===== src/verilog/srss_pkg.sv =====
// package of constants for the supply, reset and sleep supervisor
package srss_pkg;
  // ------------------------------------------------------------------
  // geometry
  // ------------------------------------------------------------------
  localparam int unsigned NUM_CH = 3;

  // ------------------------------------------------------------------
  // register offsets (word index on the plain port)
  // ------------------------------------------------------------------
  localparam logic [3:0] OFS_STATUS  = 4'h0; // fault status, clears rst flag
  localparam logic [3:0] OFS_CONTROL = 4'h1; // watchdog enable, masks
  localparam logic [3:0] OFS_SETPT   = 4'h2; // channel enable bits
  localparam logic [3:0] OFS_IDENT   = 4'h3; // identification register

  // ------------------------------------------------------------------
  // status field positions
  // ------------------------------------------------------------------
  localparam int unsigned ST_UV_LSB   = 0;  // load undervoltage flags 2:0
  localparam int unsigned ST_PUMP_UV  = 3;
  localparam int unsigned ST_PUMP_W   = 4;
  localparam int unsigned ST_RESET    = 5;
  localparam int unsigned ST_WDOG     = 6;

  // control field positions
  localparam int unsigned CT_CLOCK_WATCHDOG_ENABLE     = 0;
  localparam int unsigned CT_FME      = 1;
  localparam int unsigned CT_FM_LSB   = 2;  // channel masks 4:2

  // ------------------------------------------------------------------
  // reset values
  // ------------------------------------------------------------------
  localparam logic [4:0] CONTROL_RST = 5'h00;
  localparam logic [2:0] SETPT_RST   = 3'h0;
  // identification value is arbitrary
  localparam logic [15:0] IDENT_VAL  = 16'h5a01;

  // ------------------------------------------------------------------
  // timing
  // ------------------------------------------------------------------
  localparam int unsigned CLK_MHZ        = 50;
  localparam int unsigned POR_UV_CYCLES  = 65536;
  localparam real         POR_PIN_MS     = 0.1;
  // longest time rounds down: 0.1 ms at 50 MHz
  localparam int unsigned POR_PIN_CYCLES =
    int'($floor(POR_PIN_MS * 1000.0 * CLK_MHZ));
  localparam real         CLK_LOSS_US    = 2.0;
  localparam int unsigned CLK_LOSS_CYCLES =
    int'($ceil(CLK_LOSS_US * CLK_MHZ));

  typedef enum logic [1:0] {
    ST_SLEEP,
    ST_HOLD,
    ST_POR,
    ST_RUN
  } srss_state_e;
endpackage


===== src/verilog/srss_sync.sv =====
// two-flop synchroniser bank for the asynchronous comparator inputs
`timescale 1ns/1ns
module srss_sync #(
  parameter int unsigned W = 1
) (
  // clock and reset
  input  wire logic         clk_i,
  input  wire logic         rst_i,
  // data
  input  wire logic [W-1:0] d_i,
  output logic      [W-1:0] q_o
);
  logic [W-1:0] meta_q;

  // first stage is read only by the second stage
  always_ff @(posedge clk_i or posedge rst_i) begin
    if (rst_i) begin
      meta_q <= '0;
      q_o    <= '0;
    end else begin
      meta_q <= d_i;
      q_o    <= meta_q;
    end
  end
endmodule


===== src/verilog/srss_top.sv =====
// supply, reset and sleep supervisor of a three-channel solenoid driver
// Functional notes
// - load undervoltage disables that channel and sets its flag
// - any core supply comparator low holds logic in reset
// - with watchdog enabled, missing clock holds reset
// - release only after supplies good and reset interval elapsed
// - interval counter starts first cycle after reset pin rises
// - leaving reset sets the reset-occurred flag
// - any status access clears the reset-occurred flag
// - pump undervoltage disables outputs and sets pump undervoltage flag
// - pump below warning sets warning flag, operation continues
// - any core supply low enters sleep
// - sleep exits automatically when all core supplies good
// - sleep exit acts as full reset including interval
// - channels run only if every condition good, else fault low
// - enable pin low disables channels; fault low only if mask set
// - channel load undervoltage drives fault only if channel mask set
// - after watchdog timeout reads return ident, writes refused
// - reset pin low holds reset, fault low, interface off; after a watchdog timeout the interface stays on until the pin rises or a core supply drops
// - interval 65536 cycles from undervoltage, 0.1 ms from pin
// - enable pin low clears channel enables; they stay until written
//
// The implementer's own choices: the register offsets and strobed register access.
`timescale 1ns/1ns
module srss_top (
  // clock and reset
  input  wire logic        sys_clk_i,
  input  wire logic        rst_i,
  // supply comparators, high when rail is good; battery_ov_i is high on overvoltage
  input  wire logic        logic_supply_ok_i,
  input  wire logic        analog_supply_ok_i,
  input  wire logic        reference_supply_ok_i,
  input  wire logic [2:0]  load_supply_ok_i,
  input  wire logic        pump_uv_ok_i,
  input  wire logic        pump_warn_ok_i,
  input  wire logic        battery_ov_i,
  // pins
  input  wire logic        reset_pin_n_i,
  input  wire logic        enable_pin_i,
  input  wire logic        ext_clk_edge_i,
  // register port
  input  wire logic [3:0]  reg_addr_i,
  input  wire logic [15:0] reg_wdata_i,
  input  wire logic        reg_wr_i,
  input  wire logic        reg_rd_i,
  output logic      [15:0] reg_rdata_o,
  // outputs
  output logic [2:0]       channel_on_o,
  output logic             fault_pin_n_o,
  output logic             fault_pin_n_oe_o,
  output logic             internal_reset_o,
  output logic             sleep_o,
  output logic             iface_ready_o
);
  // ------------------------------------------------------------------
  // input synchronisation
  // ------------------------------------------------------------------
  localparam int unsigned NS = 11;
  logic [NS-1:0] raw_w;
  logic [NS-1:0] syn_w;

  assign raw_w = {battery_ov_i, pump_warn_ok_i, pump_uv_ok_i,
                  load_supply_ok_i, reference_supply_ok_i,
                  analog_supply_ok_i, logic_supply_ok_i,
                  reset_pin_n_i, enable_pin_i};

  srss_sync #(.W(NS)) u_sync (
    .clk_i (sys_clk_i),
    .rst_i (rst_i),
    .d_i   (raw_w),
    .q_o   (syn_w)
  );

  wire       en_pin_w   = syn_w[0];
  wire       rstpin_w   = syn_w[1];
  wire       core_ok_w  = &syn_w[4:2];
  wire [2:0] load_ok_w  = syn_w[7:5];
  wire       pump_ok_w  = syn_w[8];
  wire       warn_ok_w  = syn_w[9];
  wire       bat_ov_w   = syn_w[10];

  // ------------------------------------------------------------------
  // clock loss watchdog
  // ------------------------------------------------------------------
  logic [7:0] loss_cnt_q;
  logic       wdog_q;
  logic       clock_watchdog_enable_q;
  logic       rstpin_d1_q;
  wire        pin_rise_w = rstpin_w & ~rstpin_d1_q;
  wire        clk_lost_w =
    (loss_cnt_q >= 8'(srss_pkg::CLK_LOSS_CYCLES));

  // counts system cycles between external clock edges
  always_ff @(posedge sys_clk_i or posedge rst_i) begin
    if (rst_i) begin
      loss_cnt_q <= 8'h00;
    end else if (ext_clk_edge_i) begin
      loss_cnt_q <= 8'h00;
    end else if (!clk_lost_w) begin
      loss_cnt_q <= loss_cnt_q + 8'h01;
    end
  end

  // timeout latches until reset pin rises or supplies drop
  always_ff @(posedge sys_clk_i or posedge rst_i) begin
    if (rst_i) begin
      wdog_q      <= 1'b0;
      rstpin_d1_q <= 1'b0;
    end else begin
      rstpin_d1_q <= rstpin_w;
      if (!core_ok_w || pin_rise_w) begin
        wdog_q <= 1'b0;
      end else if (clock_watchdog_enable_q && clk_lost_w) begin
        wdog_q <= 1'b1;
      end
    end
  end

  // ------------------------------------------------------------------
  // reset and sleep sequencer
  // ------------------------------------------------------------------
  srss_pkg::srss_state_e state_q;
  srss_pkg::srss_state_e state_d;
  logic [16:0] por_cnt_q;
  logic        por_long_q;
  logic        por_done_w;
  wire         hold_w = !rstpin_w || wdog_q;

  // recovery from undervoltage uses the long interval
  assign por_done_w = por_long_q ?
    (por_cnt_q >= 17'(srss_pkg::POR_UV_CYCLES - 1)) :
    (por_cnt_q >= 17'(srss_pkg::POR_PIN_CYCLES - 1));

  always_comb begin
    state_d = state_q;
    case (state_q)
      srss_pkg::ST_SLEEP: begin
        if (core_ok_w) state_d = srss_pkg::ST_HOLD;
      end
      srss_pkg::ST_HOLD: begin
        if (!core_ok_w) state_d = srss_pkg::ST_SLEEP;
        else if (!hold_w) state_d = srss_pkg::ST_POR;
      end
      srss_pkg::ST_POR: begin
        if (!core_ok_w) state_d = srss_pkg::ST_SLEEP;
        else if (hold_w) state_d = srss_pkg::ST_HOLD;
        else if (por_done_w) state_d = srss_pkg::ST_RUN;
      end
      srss_pkg::ST_RUN: begin
        if (!core_ok_w) state_d = srss_pkg::ST_SLEEP;
        else if (hold_w) state_d = srss_pkg::ST_HOLD;
      end
      default: state_d = srss_pkg::ST_SLEEP;
    endcase
  end

  wire in_reset_w  = (state_q != srss_pkg::ST_RUN);
  wire leaving_w   = (state_q == srss_pkg::ST_POR) &&
                     (state_d == srss_pkg::ST_RUN);
  // registers return to reset values whenever not running
  wire soft_rst_w  = (state_d != srss_pkg::ST_RUN) && in_reset_w;

  always_ff @(posedge sys_clk_i or posedge rst_i) begin
    if (rst_i) begin
      state_q    <= srss_pkg::ST_SLEEP;
      por_cnt_q  <= 17'h00000;
      por_long_q <= 1'b1;
    end else begin
      state_q <= state_d;
      if (state_q != srss_pkg::ST_POR) begin
        por_cnt_q <= 17'h00000;
      end else if (!por_done_w) begin
        por_cnt_q <= por_cnt_q + 17'h00001;
      end
      // remember whether the last reset came from undervoltage
      if (state_q == srss_pkg::ST_SLEEP) begin
        por_long_q <= 1'b1;
      end else if (state_q == srss_pkg::ST_RUN) begin
        por_long_q <= 1'b0;
      end
    end
  end

  // ------------------------------------------------------------------
  // register port decode
  // ------------------------------------------------------------------
  wire acc_ok_w = !in_reset_w || wdog_q;
  wire wr_ok_w  = reg_wr_i && !in_reset_w && !wdog_q;
  wire wr_ctl_w = wr_ok_w && (reg_addr_i == srss_pkg::OFS_CONTROL);
  wire wr_sp_w  = wr_ok_w && (reg_addr_i == srss_pkg::OFS_SETPT);
  wire st_acc_w = (reg_rd_i || reg_wr_i) && !in_reset_w && !wdog_q &&
                  (reg_addr_i == srss_pkg::OFS_STATUS);

  logic [4:0] ctl_q;
  logic [2:0] setpt_q;
  logic [2:0] uv_flag_q;
  logic       pump_uv_q;
  logic       pump_w_q;
  logic       rst_flag_q;

  always_comb clock_watchdog_enable_q = ctl_q[srss_pkg::CT_CLOCK_WATCHDOG_ENABLE];
  wire       fme_w  = ctl_q[srss_pkg::CT_FME];
  wire [2:0] fm_w   = ctl_q[srss_pkg::CT_FM_LSB +: 3];

  // control register, back to reset values while in reset
  always_ff @(posedge sys_clk_i or posedge rst_i) begin
    if (rst_i) begin
      ctl_q <= srss_pkg::CONTROL_RST;
    end else if (soft_rst_w) begin
      ctl_q <= srss_pkg::CONTROL_RST;
    end else if (wr_ctl_w) begin
      ctl_q <= reg_wdata_i[4:0];
    end
  end

  // channel enables: pin low forces clear, host must rewrite
  always_ff @(posedge sys_clk_i or posedge rst_i) begin
    if (rst_i) begin
      setpt_q <= srss_pkg::SETPT_RST;
    end else if (soft_rst_w || !en_pin_w) begin
      setpt_q <= srss_pkg::SETPT_RST;
    end else if (wr_sp_w) begin
      setpt_q <= reg_wdata_i[2:0];
    end
  end

  // fault flags follow the inputs; reset flag set wins over the clear by access
  always_ff @(posedge sys_clk_i or posedge rst_i) begin
    if (rst_i) begin
      uv_flag_q  <= 3'h0;
      pump_uv_q  <= 1'b0;
      pump_w_q   <= 1'b0;
      rst_flag_q <= 1'b0;
    end else if (soft_rst_w) begin
      uv_flag_q  <= 3'h0;
      pump_uv_q  <= 1'b0;
      pump_w_q   <= 1'b0;
      rst_flag_q <= 1'b0;
    end else begin
      uv_flag_q  <= ~load_ok_w;
      pump_uv_q  <= ~pump_ok_w;
      pump_w_q   <= ~warn_ok_w;
      if (leaving_w) begin
        rst_flag_q <= 1'b1;
      end else if (st_acc_w) begin
        rst_flag_q <= 1'b0;
      end
    end
  end

  wire [15:0] status_w = {9'h000, wdog_q, rst_flag_q, pump_w_q,
                          pump_uv_q, uv_flag_q};

  // read mux; a tripped watchdog answers ident to every read
  logic [15:0] rd_mux_w;
  always_comb begin
    rd_mux_w = 16'h0000;
    if (wdog_q) begin
      rd_mux_w = srss_pkg::IDENT_VAL;
    end else begin
      case (reg_addr_i)
        srss_pkg::OFS_STATUS:  rd_mux_w = status_w;
        srss_pkg::OFS_CONTROL: rd_mux_w = {11'h000, ctl_q};
        srss_pkg::OFS_SETPT:   rd_mux_w = {13'h0000, setpt_q};
        srss_pkg::OFS_IDENT:   rd_mux_w = srss_pkg::IDENT_VAL;
        default:               rd_mux_w = 16'h0000;
      endcase
    end
  end

  // ------------------------------------------------------------------
  // channel gating and fault pin
  // ------------------------------------------------------------------
  // watchdog must be enabled before outputs may run
  wire        glob_ok_w = !in_reset_w && en_pin_w && pump_ok_w &&
                          !bat_ov_w && clock_watchdog_enable_q && !clk_lost_w;
  wire [2:0]  ch_on_w   = {3{glob_ok_w}} & load_ok_w & setpt_q;
  wire        ch_fault_w = |(~load_ok_w & fm_w);
  // next state, so the pin is pulled in step with internal reset
  wire        fault_w   = (state_d != srss_pkg::ST_RUN) || clk_lost_w ||
                          !pump_ok_w || bat_ov_w ||
                          (!en_pin_w && fme_w) || ch_fault_w;

  always_ff @(posedge sys_clk_i or posedge rst_i) begin
    if (rst_i) begin
      reg_rdata_o      <= 16'h0000;
      channel_on_o     <= 3'h0;
      fault_pin_n_o    <= 1'b0;
      fault_pin_n_oe_o <= 1'b1;
      internal_reset_o <= 1'b1;
      sleep_o          <= 1'b1;
      iface_ready_o    <= 1'b0;
    end else begin
      reg_rdata_o      <= (reg_rd_i && acc_ok_w) ? rd_mux_w : 16'h0000;
      channel_on_o     <= ch_on_w;
      fault_pin_n_o    <= 1'b0;
      fault_pin_n_oe_o <= fault_w; // open drain: drive low on fault
      internal_reset_o <= (state_d != srss_pkg::ST_RUN);
      sleep_o          <= (state_d == srss_pkg::ST_SLEEP);
      iface_ready_o    <= (state_d == srss_pkg::ST_RUN) || wdog_q;
    end
  end
endmodule

===== config.mk =====
export PLATFORM = sky130hd
export DESIGN_NAME = srss_top
export DESIGN_NICKNAME = d
export VERILOG_FILES = /design/src/verilog/srss_pkg.sv /design/src/verilog/srss_sync.sv /design/src/verilog/srss_top.sv
export SDC_FILE = /design/constraint.sdc
export NUM_CORES = 1
export LEC_CHECK = 0
export ABC_CLOCK_PERIOD_IN_PS = 4300
export BUFFER_PORTS_ARGS = -buffer_cell sky130_fd_sc_hd__buf_2
export CORE_MARGIN = 2
export CORE_UTILIZATION = 25
export CTS_BUF_LIST = sky130_fd_sc_hd__clkbuf_8
export DETAILED_ROUTE_END_ITERATION = 8
export PLACE_DENSITY = 0.51
export SLEW_MARGIN = 20
export SYNTH_ARGS = -nofsm -noshare
export SYNTH_HDL_FRONTEND = slang
export SYNTH_SLANG_ARGS = --single-unit
export TNS_END_PERCENT = 30

===== constraint.sdc =====
create_clock -name sys_clk_i -period 4.3 [get_ports sys_clk_i]
set_input_delay 0.645 -clock sys_clk_i [delete_from_list [all_inputs] [get_ports sys_clk_i]]
set_output_delay 0.645 -clock sys_clk_i [all_outputs]
set_load 0.03 [all_outputs]

=== Word level (Yosys, flattened, before mapping) ===
Index checks and enable logic that the tools add are counted.

* Eq/ne operators: 12
* Multiply operators: 0
* Reduce and logical (&&, ||, !) cells: 46
* Multiplexer cells: 31
* Bitwise logic cells: 8
* Magnitude comparators: 3
* $add $sub $neg: 2
* Divide/modulo/power cells: 0
* Shifts and indexed selects: 0

{| class="wikitable"
|+ Operators by type and width
! operator !! count
|-
| $pmux 15 s4 || 1
|-
| $mux 17 || 2
|-
| $add 17x1->17 const B || 1
|-
| $ge 17x13->1 const B || 1
|-
| $ge 17x16->1 const B || 1
|-
| $logic_and 1x1->1 || 17
|-
| $mux 16 || 1
|-
| $mux 2 || 8
|-
| $mux 8 || 2
|-
| $mux 15 || 1
|-
| $logic_or 1x1->1 || 11
|-
| $mux 1 || 10
|-
| $mux 5 || 2
|-
| $and 3x3->3 || 3
|-
| $mux 3 || 3
|-
| $add 8x1->8 const B || 1
|-
| $eq 4x2->1 const B || 2
|-
| $ge 8x7->1 const B || 1
|-
| $logic_not 1->1 || 8
|-
| $ne 2x2->1 const B || 4
|-
| $pmux 2 s4 || 1
|-
| $reduce_bool 2->1 || 4
|-
| $eq 2x2->1 const B || 3
|-
| $eq 4x1->1 const B || 1
|-
| other kinds (10) || 13
|}

* Memories: 0
* Bits in registers: 89
* Bits in latches: 0
* Bits in writable memories: 0
* Logic and storage cells: 122
* Memory bits (read-only): 0

=== Logic depth before layout (Yosys ltp) ===
* Depth after elaboration: 12
* Mapped depth: 13
* Gate-level depth less buffers: 11

=== Modules after synthesis ===
A second synthesis with hierarchy kept.

* Cell total of the unflattened synthesis: 314
* Area, all modules: 3504.6 sq um

{| class="wikitable"
|+ Modules (own cells, without submodules)
! module !! times used !! area each (sq um) !! cells each !! seq. area each (sq um)
|-
| srss_top || 1 || 2950.3 || 291 || 1456.4
|-
| srss_sync || 1 || 554.3 || 23 || 550.5
|}

=== Worst setup path before layout ===
No wires, ideal clock.

* Path kind: register to register
* From: reg por_cnt_q[4]
* To: reg ctl_q[0]
* Slack: 1526 ps
* Stages on the path, launching flop included: 14
* Path buffers: 2
* Arrival time: 2642 ps
* Library setup time: 132 ps
* Required time: 4168 ps
* Path through: dfrtp_1 -> nand4_2 -> or3_1 -> buf_6 -> nor2_1 -> nand2_1 -> nor3_1 -> ha_1 -> nor3b_1 -> o31ai_4 -> a211o_1 -> a31oi_1 -> clkbuf_1 -> nor2_1

* Word-level cells in the longest chain between the ends: 9
* Elaborated cells on any way between the ends: 11
* Classes of those cells: 2 x order compare; 1 x eq/ne; 6 x mux; 2 x reduce/logical

{| class="wikitable"
|+ Ends and longest elaborated chain
! what !! RTL line !! text
|-
| start: declaration || srss_top.sv:124 || <nowiki>logic [16:0] por_cnt_q;</nowiki>
|-
| start signal: assignment || srss_top.sv:173 || <nowiki>por_cnt_q <= por_cnt_q + 17'h00001;</nowiki>
|-
| $ge 17x13->1 / $ge 17x16->1 (equally long branches) || srss_top.sv:132, srss_top.sv:131 ||
|-
| $mux 1 (*) || srss_top.sv:130 || <nowiki>assign por_done_w = por_long_q ?</nowiki>
|-
| $mux 2 (*) || srss_top.sv:147 || <nowiki>else if (por_done_w) state_d = srss_pkg::ST_RUN;</nowiki>
|-
| $mux 2 (*) || srss_top.sv:146 || <nowiki>else if (hold_w) state_d = srss_pkg::ST_HOLD;</nowiki>
|-
| $mux 2 (*) || srss_top.sv:145 || <nowiki>if (!core_ok_w) state_d = srss_pkg::ST_SLEEP;</nowiki>
|-
| $pmux 2 s4 (*) || srss_top.sv:136 || <nowiki>case (state_q)</nowiki>
|-
| $ne 2x2->1 (*) || srss_top.sv:161 || <nowiki>wire soft_rst_w = (state_d != srss_pkg::ST_RUN) && in_reset_w;</nowiki>
|-
| $logic_and 1x1->1 (*) || srss_top.sv:161 ||
|-
| $mux 5 / $reduce_bool 2->1 (equally long branches) || -- ||
|-
| end signal: assignment || srss_top.sv:208 || <nowiki>ctl_q <= srss_pkg::CONTROL_RST;</nowiki>
|-
| end signal: assignment || srss_top.sv:210 || <nowiki>ctl_q <= srss_pkg::CONTROL_RST;</nowiki>
|-
| end signal: assignment || srss_top.sv:212 || <nowiki>ctl_q <= reg_wdata_i[4:0];</nowiki>
|-
| end: declaration || srss_top.sv:194 || <nowiki>logic [4:0] ctl_q;</nowiki>
|}

Mark *: on every way between the ends. The rest lies on a longest branch, timed or not.
A chain may end at the register's enable or synchronous reset.

=== Final worst setup path ===
* From: reg por_cnt_q[4]
* To: reg por_cnt_q[9]

* Word-level cells in the longest chain between the ends: 3
* Elaborated cells on any way between the ends: 7
* Classes of those cells: 1 x add/sub; 2 x order compare; 1 x eq/ne; 3 x mux

{| class="wikitable"
|+ Ends and longest elaborated chain
! what !! RTL line
|-
| $add 17x1->17, or another cell as far along || srss_top.sv:173
|-
| $mux 17 / $mux 1 (equally long branches) || srss_top.sv:172, srss_top.sv:130
|-
| $mux 17 / $ne 2x1->1 (equally long branches) || --
|}

Several ways; a longest one is shown, not always the timed one. The select of a mux whose other input is x is not followed.

==> metrics.md <==
| Metric | Value |
|---|---|
| Critical Path Sink Type | flip-flop |
| Post_cts resized | 0 |
| Total of max-cap violations | 0 |
| Main synth FF type | dfrtp_1 |
| Sequential fraction of the synthesis area | 0.572 |
| CP Data Arrival Time | 3.38 ns |
| Initial DRC Count | roughly 140 |
| GRT Overall Usage | 0.102 |
| Number of synthesized flops with an enable pin | 0 |
| CTS Buf Count | 9 |
| Total Wirelength | between 6000 and 7000 µm |
| Cell Pwr Density | 462 nW/µm² |
| Grt ovf | 0 |
| Max Fclk | roughly 0.32 GHz |
| Row cnt | between 40 and 50 |
| Final TNS setup | 0 ns |
| Clock transition at the registers of the reported paths | around 0.080 ns |
| CP Launch Type | flip-flop |
| Clock Path Buffers | 2 |
| Clk Latency, worst-skew pair | 0.35 ns |
| Nets@finish | 401 |
| Post-DRT Antenna Nets | 0 |
| H-tree lvl count | 3 |
| IO buf count | slightly above 40 |
| Core area | around 14,000 µm² |
| Avg Inst Size Synth | between 10 and 15 µm² |
| Slew headroom | 0.355 |
| CTS Hold Buffers Added | 0 |
| LEAKAGE | roughly 0.0018 µW |
| Minimum clock period | approximately 3.1 ns |
| Synth Instances | around 320 |
| CTS tree | built |
| Die Y | 122 µm |
| CP Class | reg2reg |
| Antenna cells | 0 |
| Setup WS post-layout | approximately 1.2 ns |
| RSZ-0062 raised after global routing | no |
| DRC Markers | 0 |
| Power Total | 1890 µW |
| I/O pin count | 60 |
| Clk_skew | between 0.01 and 0.015 ns |
| Syn. warnings | 0 |
| Starting density of the core | 0.255 |
| GPL Wtd Cong | slightly below 0.8 |
| Status | completed |
| Wire per inst | roughly 13 µm |
| Place WS | 1.20 ns |
| First-pass GRT wire length | 11,700 µm |
| Synth cell types | 52 |
| Final worst-path cycle share | 0.720 |
| Dpl hpwl | around 4900 µm |
| Worst slew pin tran | slightly below 1 ns |
| Hold slack final | between 0.3 and 0.4 ns |
| Chip width | about 120 µm |
| CP max FO | 11 |
| Vias per cell | approximately 4.4 |
| Post-CTS Setup Inserts | 0 |
| Area of the mapped netlist | between 3000 and 4000 µm² |
| Clk sink count | 80 |
| Final setup viols | 0 |
| Share of layout cells above drive strength 1 | 0.191 |
| Vias in the first global route | ~2.3k |
| P&R area growth vs syn | 16.7% |
| Max-slew violation count | 0 |
| Peak VDD IR | ~170 µV |
| Largest net degree at the start of global routing | 63 |
| Vias | roughly 2.4k |
| Number of antenna violations at the first check in global routing | 0 |
| Post-synthesis register bit count | 80 |
| CTS root buffer | clkbuf_8 |
| Critical Path RT | approximately 4.6 ns |
| Pre-Repair DR Iteration Count | 5 |
| Type of the tightest min-delay check | reg2reg |
| Die area | ~15,000 µm² |
| FFs w/ async S/R, synth | 1.00 |
| Final Hold Vio Count | 0 |
registers in the layout, indices dropped and copies added, names as in the netlist, 2 cells and up:
| name | flops |
|---|---|
| channel_on_o | 3 |
| loss_cnt_q | 8 |
| u_sync.meta_q | 11 |
| state_q | 2 |
| ctl_q | 5 |
| por_cnt_q | 17 |
| setpt_q | 3 |
| u_sync.q_o | 11 |
| uv_flag_q | 3 |
| reg_rdata_o | 7 |
path summary, 6_finish.rpt:
check | startpoint | end | slack (ns) | cells past startpoint
worst max-delay path | por_cnt_q[4]$_DFFE_PP0P_ | por_cnt_q[9]$_DFFE_PP0P_ | 1.20 | 11
worst min-delay path | u_sync.meta_q[2]$_DFF_PP0_ | u_sync.q_o[2]$_DFF_PP0_ | 0.35 | 0
worst max register to register | por_cnt_q[4]$_DFFE_PP0P_ | por_cnt_q[9]$_DFFE_PP0P_ | 1.20 | 11
worst min register to register | u_sync.meta_q[2]$_DFF_PP0_ | u_sync.q_o[2]$_DFF_PP0_ | 0.35 | 0
max in group asynchronous | rst_i | internal_reset_o$_DFF_PP1_ | 3.06 | 3
min in group asynchronous | rst_i | por_cnt_q[7]$_DFFE_PP0P_ | 0.42 | 2
area by class of cell:
type,count,area (µm²)
flip-flops and latches,80,2010
clock inverters,7,111
clock buffers,9,124
well taps,180,225
repair buffers,43,220
fillers,1457,9680
inverters,16,62.6
multi-input cells,207,1340
cell usage after synthesis (6+ instances only):
| library cell | n | share of area |
|---|---|---|
| inv_1 | 16 | 0.017 |
| nor2_1 | 38 | 0.041 |
| nand2b_1 | 6 | 0.011 |
| o21ai_0 | 6 | 0.0086 |
| clkbuf_1 | 7 | 0.0075 |
| buf_4 | 10 | 0.021 |
| xnor2_1 | 7 | 0.017 |
| nor3_1 | 12 | 0.017 |
| a21oi_1 | 11 | 0.016 |
| mux2i_1 | 18 | 0.051 |
| ha_1 | 8 | 0.029 |
| dfrtp_1 | 76 | 0.54 |
| nand3_1 | 7 | 0.010 |
| nor2b_1 | 6 | 0.011 |
| nand2_1 | 15 | 0.016 |
where the power goes:
| part | leakage (µW) | internal, µW | total [µW] | switching, µW |
|---|---|---|---|---|
| sequential | 0.00104 | 811 | 852 | 41.1 |
| clock | 0.000126 | 383 | 651 | 268 |
| combinational | 0.000636 | 133 | 387 | 253 |
per-layer routing:
layer	global-route usage	wire [µm]	vias up	share of wire
li1	-	-	1161	-
met1	0.145	3420	1157	0.50
met2	0.140	3010	59	0.44
met3	0.0302	284	9	0.042
met4	0.0481	124	0	0.018
met5	0	0	-	0
metrics by stage:
stage	area, µm²	instances	utilization
floorplan	3530	323	-
global placement	3850	526	0.280
detailed placement	3850	526	0.280
CTS	4090	542	0.297
global route	4090	542	0.297
finish	4090	542	0.297
cells by family after synthesis:
kind of cell,count (synthesis),synth area share
simple gates,111,0.162
flops,80,0.572
compound gates,51,0.102
buf+inv,36,0.0517
mux,19,0.0546
xor+xnor,11,0.0275
fa+ha+maj,8,0.0286
other cells,1,0.00107
critical path, cell delays in order, from the launching register on:
cell and delay, ns:
dfrtp_1 0.44, nand4_2 0.17, or3_1 0.29, nor2_1 0.10, nand2_1 0.13, nor3_1 0.06, ha_1 0.18, nor3b_1 0.40
o31ai_4 0.18, a21o_1 0.32, or4_2 0.58, a21oi_1 0.16
placed cells by master, fill, tap and decap left out, drive strengths merged, types with 3 or more instances in the layout:
cell    count
buf        43
ha          8
or4         3
o21a        5
a21oi      11
clkbuf      9
nand3       8
nor3       12
nand2      15
nor3b       5
xor2        4
xnor2       7
a31oi       5
a211oi      3
conb        7
nand2b      6
o31ai       6
dfstp       4
nor2b       6
and3        5
nor2       38
mux2i      18
dfrtp      76
o22ai       3
or3         4
bufinv      3
inv        19
o21ai       7
(Power assumes the default switching activity.)
